## config.mk

```make
export PLATFORM = sky130hd
export DESIGN_NAME = rre_exec
export DESIGN_NICKNAME = d
export VERILOG_FILES = /design/src/hw/rre_pkg.sv /design/src/hw/rre_decode.sv /design/src/hw/rre_exec.sv
export VERILOG_INCLUDE_DIRS = /design/src /design/src/hw
export SDC_FILE = /design/constraint.sdc
export NUM_CORES = 1
export LEC_CHECK = 0
export BUFFER_PORTS_ARGS = -buffer_cell sky130_fd_sc_hd__buf_2
export CAP_MARGIN = 20
export CORE_ASPECT_RATIO = 1.4
export CORE_MARGIN = 2
export CORE_UTILIZATION = 28
export CTS_CLUSTER_DIAMETER = 30
export CTS_CLUSTER_SIZE = 8
export DETAILED_ROUTE_END_ITERATION = 8
export GPL_ROUTABILITY_DRIVEN = 0
export MAX_ROUTING_LAYER = met4
export SETUP_SLACK_MARGIN = 0.15
export SLEW_MARGIN = 0
export SYNTH_ARGS = -nofsm -noshare
export SYNTH_HDL_FRONTEND = slang
export SYNTH_SLANG_ARGS = --single-unit
```

## constraint.sdc

```tcl
create_clock -name clk -period 1.77 [get_ports clk]
set_clock_uncertainty 0.15 [all_clocks]
set_input_delay 0.354 -clock clk [delete_from_list [all_inputs] [get_ports clk]]
set_output_delay 0.354 -clock clk [all_outputs]
set_load 0.005 [all_outputs]
```

## src/hw/rre_cfg.svh

```systemverilog
// constants for the return and rotate execute block
// assumes inclusion by bare name from design files
`ifndef RRE_CFG_SVH
`define RRE_CFG_SVH
`define RRE_OP_RETFI       14'h0009
`define RRE_OP_RETSUB      14'h0008
`define RRE_LIT_PFX_MSB    13
`define RRE_LIT_PFX_LSB    10
`define RRE_LIT_PFX        4'hD
`define RRE_ROT_PFX_MSB    13
`define RRE_ROT_PFX_LSB    8
`define RRE_ROT_PFX        6'h0D
`define RRE_DEST_BIT       7
`define RRE_IRQ_EN_BIT     7
`define RRE_RET_CYCLES     2
`define RRE_ROT_CYCLES     1
`define RRE_W_RST          8'h00
`define RRE_PC_RST         13'h0000
`endif

```

## src/hw/rre_pkg.sv

```systemverilog
// types for the return and rotate execute block
// assumes rre_cfg.svh constants
package rre_pkg;
  typedef enum logic [2:0] {
    RRE_OP_NONE,
    RRE_OP_RETFI,
    RRE_OP_RETLIT,
    RRE_OP_RETSUB,
    RRE_OP_ROTL
  } rre_op_e;
endpackage : rre_pkg

```

## src/hw/rre_decode.sv

```systemverilog
// opcode classifier for return and rotate instructions
// assumes a 14-bit instruction word from the same clock domain
`timescale 1ns/1ps
`default_nettype none
`include "rre_cfg.svh"
module rre_decode
  import rre_pkg::*;
(
  // instruction
  input  wire logic [13:0] instr,
  // class
  output var  rre_op_e     op
);
  always_comb
  begin
    op = RRE_OP_NONE;
    if (instr == `RRE_OP_RETFI)
      op = RRE_OP_RETFI;
    else if (instr == `RRE_OP_RETSUB)
      op = RRE_OP_RETSUB;
    else if (instr[`RRE_LIT_PFX_MSB:`RRE_LIT_PFX_LSB] == `RRE_LIT_PFX)
      op = RRE_OP_RETLIT;
    else if (instr[`RRE_ROT_PFX_MSB:`RRE_ROT_PFX_LSB] == `RRE_ROT_PFX)
      op = RRE_OP_ROTL;
  end
endmodule : rre_decode
`default_nettype wire

```

## src/hw/rre_exec.sv

```systemverilog
// execute unit for return, return-with-literal, return-from-interrupt and rotate-left
// assumes stack, file bank and interrupt controller are neighbours on the same clock
// Operation
// RL1: the return-from-interrupt opcode pops the stack into the pc and sets the global enable, over two cycles.
// RL2: the return-with-literal opcode loads the literal into the accumulator and the popped top into the pc, over two cycles.
// RL3: a subroutine return pops the stack into the pc over two cycles and leaves the flags alone.
// RL4: the rotate opcode rotates the addressed register left through carry in one cycle, touching only carry.
// RL5: a destination bit of zero sends the result to the accumulator, one sends it back to the file register.
// RL6: the old carry enters result bit 0 and source bit 7 becomes the new carry.
`timescale 1ns/1ps
`default_nettype none
`include "rre_cfg.svh"
module rre_exec
  import rre_pkg::*;
#(
  parameter int PC_W = 13
)
(
  // clock and reset
  input  wire logic            clk,
  input  wire logic            rst,
  // instruction issue
  input  wire logic            instr_valid,
  input  wire logic [13:0]     instr,
  output logic                 busy,
  output logic                 done,
  // stack
  input  wire logic [PC_W-1:0] stack_top_entry,
  output logic                 stack_pop,
  // program counter
  output logic                 pc_load,
  output logic [PC_W-1:0]      pc_value,
  // interrupt enable
  output logic                 global_irq_enable_set,
  // file register port
  output logic [6:0]           file_addr,
  input  wire logic [7:0]      file_rdata,
  output logic                 file_we,
  output logic [7:0]           file_wdata,
  // accumulator and carry
  input  wire logic            carry_in,
  output logic                 carry_we,
  output logic                 carry_out,
  output logic [7:0]           w_value,
  output logic                 w_we
);
  typedef enum logic {RRE_ST_IDLE, RRE_ST_SECOND} rre_st_e;

  // return cycle counter, loaded on take and run down in the second state
  localparam int               CNT_W    = 2;
  localparam logic [CNT_W-1:0] CNT_ONE  = CNT_W'(1);
  localparam logic [CNT_W-1:0] RET_LAST = CNT_W'(`RRE_RET_CYCLES - 1);

  typedef struct packed {
    rre_st_e          st;
    rre_op_e          cur;
    logic [CNT_W-1:0] cnt;
    logic             busy;
    logic             done;
    logic             pop;
    logic             pc_load;
    logic [PC_W-1:0]  pc;
    logic             irq_set;
    logic             file_we;
    logic [7:0]       fdata;
    logic             carry_we;
    logic             carry;
    logic [7:0]       w;
    logic             w_we;
  } rre_state_s;

  rre_state_s s_reg, s_next;
  rre_op_e    op;

  // return-class opcodes all pop the stack and take two cycles
  function automatic logic rre_is_return(input rre_op_e o);
    return (o == RRE_OP_RETFI) || (o == RRE_OP_RETLIT) || (o == RRE_OP_RETSUB);
  endfunction : rre_is_return

  // left rotate through carry, old carry into bit 0
  function automatic logic [7:0] rre_rotl(input logic [7:0] src, input logic cin);
    return {src[6:0], cin}; // RL6
  endfunction : rre_rotl

  // common start of every return: pop, reload pc, go busy
  function automatic rre_state_s rre_start_ret(input rre_state_s      s,
                                               input rre_op_e         o,
                                               input logic [PC_W-1:0] top);
    rre_state_s r;
    r         = s;
    r.st      = RRE_ST_SECOND;
    r.cur     = o;
    r.cnt     = RET_LAST;
    r.busy    = 1'b1;
    r.pop     = 1'b1;
    r.pc_load = 1'b1;
    r.pc      = top;
    return r;
  endfunction : rre_start_ret

  rre_decode i_rre_decode
  (
    .instr (instr),
    .op    (op)
  );

  // read address follows the issued word so read data arrives in the take cycle
  assign file_addr = instr[6:0];

  // next state: strobes last one cycle, held values stay until rewritten
  always_comb
  begin
    s_next          = s_reg;
    s_next.done     = 1'b0;
    s_next.pop      = 1'b0;
    s_next.pc_load  = 1'b0;
    s_next.irq_set  = 1'b0;
    s_next.file_we  = 1'b0;
    s_next.carry_we = 1'b0;
    s_next.w_we     = 1'b0;
    unique case (s_reg.st)
      RRE_ST_IDLE:
      begin
        if (instr_valid)
        begin
          unique case (op)
            RRE_OP_RETFI:
            begin
              s_next         = rre_start_ret(s_next, op, stack_top_entry); // RL1
              s_next.irq_set = 1'b1; // RL1
            end
            RRE_OP_RETLIT:
            begin
              s_next      = rre_start_ret(s_next, op, stack_top_entry); // RL2
              s_next.w    = instr[7:0]; // RL2
              s_next.w_we = 1'b1;
            end
            RRE_OP_RETSUB:
            begin
              s_next = rre_start_ret(s_next, op, stack_top_entry); // RL3
            end
            RRE_OP_ROTL:
            begin
              s_next.done     = 1'b1; // RL4
              s_next.carry_we = 1'b1;
              s_next.carry    = file_rdata[7]; // RL6
              if (instr[`RRE_DEST_BIT])
              begin
                s_next.file_we = 1'b1; // RL5
                s_next.fdata   = rre_rotl(file_rdata, carry_in);
              end
              else
              begin
                s_next.w_we = 1'b1; // RL5
                s_next.w    = rre_rotl(file_rdata, carry_in);
              end
            end
            default:
            begin
              s_next.st = RRE_ST_IDLE;
            end
          endcase
        end
      end
      RRE_ST_SECOND:
      begin
        // issue is ignored here; a stray class falls back to idle
        if ((s_reg.cnt == CNT_ONE) || !rre_is_return(s_reg.cur))
        begin
          s_next.st   = RRE_ST_IDLE;
          s_next.busy = 1'b0;
          s_next.cur  = RRE_OP_NONE;
          s_next.done = rre_is_return(s_reg.cur); // RL1 RL2 RL3
        end
        else
        begin
          s_next.cnt = s_reg.cnt - CNT_ONE;
        end
      end
    endcase
  end

  // state register
  always_ff @(posedge clk or posedge rst)
  begin
    if (rst)
    begin
      s_reg.st       <= RRE_ST_IDLE;
      s_reg.cur      <= RRE_OP_NONE;
      s_reg.cnt      <= '0;
      s_reg.busy     <= 1'b0;
      s_reg.done     <= 1'b0;
      s_reg.pop      <= 1'b0;
      s_reg.pc_load  <= 1'b0;
      s_reg.pc       <= PC_W'(`RRE_PC_RST);
      s_reg.irq_set  <= 1'b0;
      s_reg.file_we  <= 1'b0;
      s_reg.fdata    <= 8'h00;
      s_reg.carry_we <= 1'b0;
      s_reg.carry    <= 1'b0;
      s_reg.w        <= `RRE_W_RST;
      s_reg.w_we     <= 1'b0;
    end
    else
      s_reg <= s_next;
  end

  // issue status
  assign busy                  = s_reg.busy;
  assign done                  = s_reg.done;

  // stack, pc and interrupt enable
  assign stack_pop             = s_reg.pop;
  assign pc_load               = s_reg.pc_load;
  assign pc_value              = s_reg.pc;
  assign global_irq_enable_set = s_reg.irq_set;

  // file register write-back
  assign file_we               = s_reg.file_we;
  assign file_wdata            = s_reg.fdata;

  // carry and accumulator
  assign carry_we              = s_reg.carry_we;
  assign carry_out             = s_reg.carry;
  assign w_value               = s_reg.w;
  assign w_we                  = s_reg.w_we;
endmodule : rre_exec
`default_nettype wire

```

==> results.txt <==
* Global-route congestion overflow total: 0
* Area added between synthesis and finish: 25.8%
- Global-route wire length before repair: 7660 um
* Detail-routed net length per standard cell: 13.5 um
* Most common cell after layout, fill and taps aside: buf_2
* Post-synthesis instance area: 2170 um2
* Required time reported for the critical path endpoint: 1790 ps
- The synthesized netlist devotes 10.4% of its cell area to simple gates.
- In this run the critical register-to-register path is launched from s_reg[43].
- After synthesis, the share of flip-flops with an asynchronous set or reset is 100%.
- Synthesis produced 167 cells.
- Leading cell types in the layout, fill and taps excluded: 81 x buf_2, 43 x dfrtp_1, 19 x buf_4
- The share of the Yosys chip area taken by registers is 49.5%.
- The first routing iteration left 28 violations.
* Count of placed standard cells including taps: 332
- Standard cell core area: 7650 um2
- The tree is rooted in a clkbuf_8.
- Startpoint of the tightest hold check path: stack_top_entry[7]
- The tightest min-delay check is of the input port to flop type.
- Of all nets on the critical path, the largest fanout is 14.
- The Yosys step of the flow raised 0 warnings.
- Across the VDD grid, the largest voltage drop is 0.000372 V.
- For this design the ratio of total power to cell area is 864 nW/um2.
* Maximum number of pins on one net before global-route repair: 26
* Hold Vio Cnt, Final: 0
* Post-route ant nets: 0
- Number of vias in the routed layout: 1468
- Number of nets in the layout: 280
* CP startpoint kind: input port
- Using the TritonRoute via totals, the vias-per-cell ratio works out to 4.30.
- The synthesized netlist contains 41 unique library cells.
* Flip-flop count of the largest register, all copies and words added: 13
- Slowest cell on the critical path: or3_4
* RSZ-0062 raised after global routing: yes
- The routed design has 4610 um of wire.
- The design draws 2360 uW.
* Longest Clk Path Bufs: 2
- Via count of the first global-routing pass: 1496
- Port buffering added 83 buffers.
- Setup violations remaining at the end of the flow were counted as 0.
- The number of buffers and inverters on the critical path is 2.
- In this run the post-CTS setup repair buffer count came out at 0.
- The largest single stage delay on the critical path is 380 ps.
- CTS tree: built
- Maximum achievable frequency: 602 MHz
- Tcrit/Tclk final: 93.8%
- Antenna diode instance count: 0
- GRT Overall Usage: 12.0%
- Data on the critical path arrives at its endpoint at 1680 ps.
- The layout has 758 filler cells.
* Worst Setup Path Type: input port to flop
- CTS clk-pin slew, worst paths: 80 ps
- Of the total synthesized cell area, the portion taken by XOR and XNOR cells is 0%.
- The most critical setup path has its startpoint at instr[13].
* Die ar.: 8490 um2
- STA classifies the critical path endpoint as a flop.
- Die Height: 108 um
* Synthesized-area fraction occupied by adder cells: 0.576%
* Initial antenna violation count: 0
* Number of levels in the clock H-tree: 2
- Yosys mapped a number of flops with a built-in enable equal to 0.
- After detailed routing, the number of remaining DRC violations is 0.
* Mux contribution to synthesized area: 14.1%
- Initial DRT Pass Iterations: 4
- After synthesis the netlist holds a flip-flop and latch count of 43.
* Max transition margin: 71.2%
- Summing the areas of all compound-gate instances in the mapped netlist gives 9.96% of the synthesized area.
- Total I/O pin count: 84
- The flow ran to the end, and the final reports show no timing, DRC or antenna violations.
- Standard-cell row count: 38
- Clock sink count: 43
- Most frequently used flop master after synthesis: dfrtp_1
* Average footprint of a synthesized cell: 13.0 um2
- Reported max-cap violation count: 0
- Overall die width: 78.5 um
- Counting every net in the synthesized netlist gives 207.
- In this design, the largest share of critical-path delay is due to simple AND/OR/NAND/NOR gates.
- Initial cell density of the core: 28.4%
* DP Wirelength: 3570 um
- Non-filler instance count after layout: 341
* Clock insertion delay at the later pin of the skew report: 290 ps
- Cell breakdown of the critical path: buf_6, or3_4, nand4b_4, a21oi_4, buf_12, mux2_4
- For the pin with the worst max-slew slack, the measured transition is 431 ps.
- Number of max-slew violations in the final report: 0
* Share of final-layout standard cells stronger than drive strength 1: 61.8%
- TritonCTS created 5 clock buffers.
- Cell leakage power: 0.00142 uW
* Final period demand of the worst path: 1660 ps
- Main combinational cell family by area after synthesis: buffers and inverters
==> cells in the mapped netlist (2+ instances only) <==
library cell | instances | area share [%]
a22oi_1 | 7 | 2.4
buf_4 | 37 | 13
dfrtp_1 | 43 | 50
inv_1 | 5 | 0.86
mux2_2 | 9 | 4.7
mux2_4 | 13 | 9.0
nand2_1 | 5 | 0.86
nand2b_1 | 3 | 0.86
nand3_1 | 2 | 0.46
nor2_1 | 2 | 0.35
nor3b_1 | 2 | 0.69
o21ai_0 | 3 | 0.69
o2bb2ai_1 | 8 | 3.2
==> per-layer routing <==
layer  share of wire (%)  vias up  track usage (%)  wire length (um)
li1                    -      697                -                 -
met1                  44      700             14.8              2030
met2                  49       65             19.7              2260
met3                 5.8        6             2.67               266
met4                 1.2        0             3.76                55
met5                   0        -                -                 0
==> worst register-to-register path, cell delays in order (launching register included) <==
cell,delay (ps)
dfrtp_1,380
nand2b_2,250
a21oi_4,170
buf_12,180
mux2_4,310
==> path summary, 6_finish.rpt <==
path / to / slack [ps] / cells past startpoint
setup reg to reg: pc_value[10] / 210 / 4
setup / recovery: pc_value[10] / 110 / 6
hold / removal: pc_value[7] / 140 / 2
hold reg to reg: busy / 330 / 1
max in group asynchronous: s_reg[38] / 530 / 4
min in group asynchronous: pc_value[7] / 460 / 3
==> logic make-up after synthesis <==
group                    Yosys count
adder cells (fa/ha/maj)            1
AND/OR/NAND/NOR                   27
AO/OA/AOI/OAI                     27
buffers and inverters             46
multiplexers                      23
flip-flops                        43
==> metrics by stage <==
step | hold slack, ps | instance area, um2 | utilization [%] | setup TNS [ps] | worst slack, ps
after global placement | 231 | 2600 | 33.9 | -4890 | -187
after floorplan | 307 | 2180 | - | -1330 | -104
after CTS | 126 | 2710 | 35.5 | 0 | 109
after detailed placement | 239 | 2600 | 33.9 | -5940 | -220
final | 140 | 2730 | 35.7 | 0 | 110
after global routing | 126 | 2730 | 35.7 | 0 | 17.5
==> layout make-up <==
class | count | area, um2 | share of cell area, %
multi-input cells | 78 | 767 | 28.1
well taps | 100 | 125 | 4.58
clock inverters | 1 | 7.51 | 0.275
clock buffers | 7 | 96.3 | 3.52
flip-flops and latches | 43 | 1080 | 39.4
inverters | 5 | 18.8 | 0.686
repair buffers | 107 | 643 | 23.5
==> repair_timing <==
action                                  4_1_cts  5_1_grt
hold endpoints to repair                     18        0
hold buffers                                  1        0
resized for setup                             1        4
endpoints found under the setup margin       23       26
pin swaps                                     1        1
==> power by group <==
group / switching (uW) / internal (uW)
clock network: 330 / 355
logic: 186 / 304
registers: 69.6 / 1120
total: 586 / 1780
(Power assumes the default switching activity.)
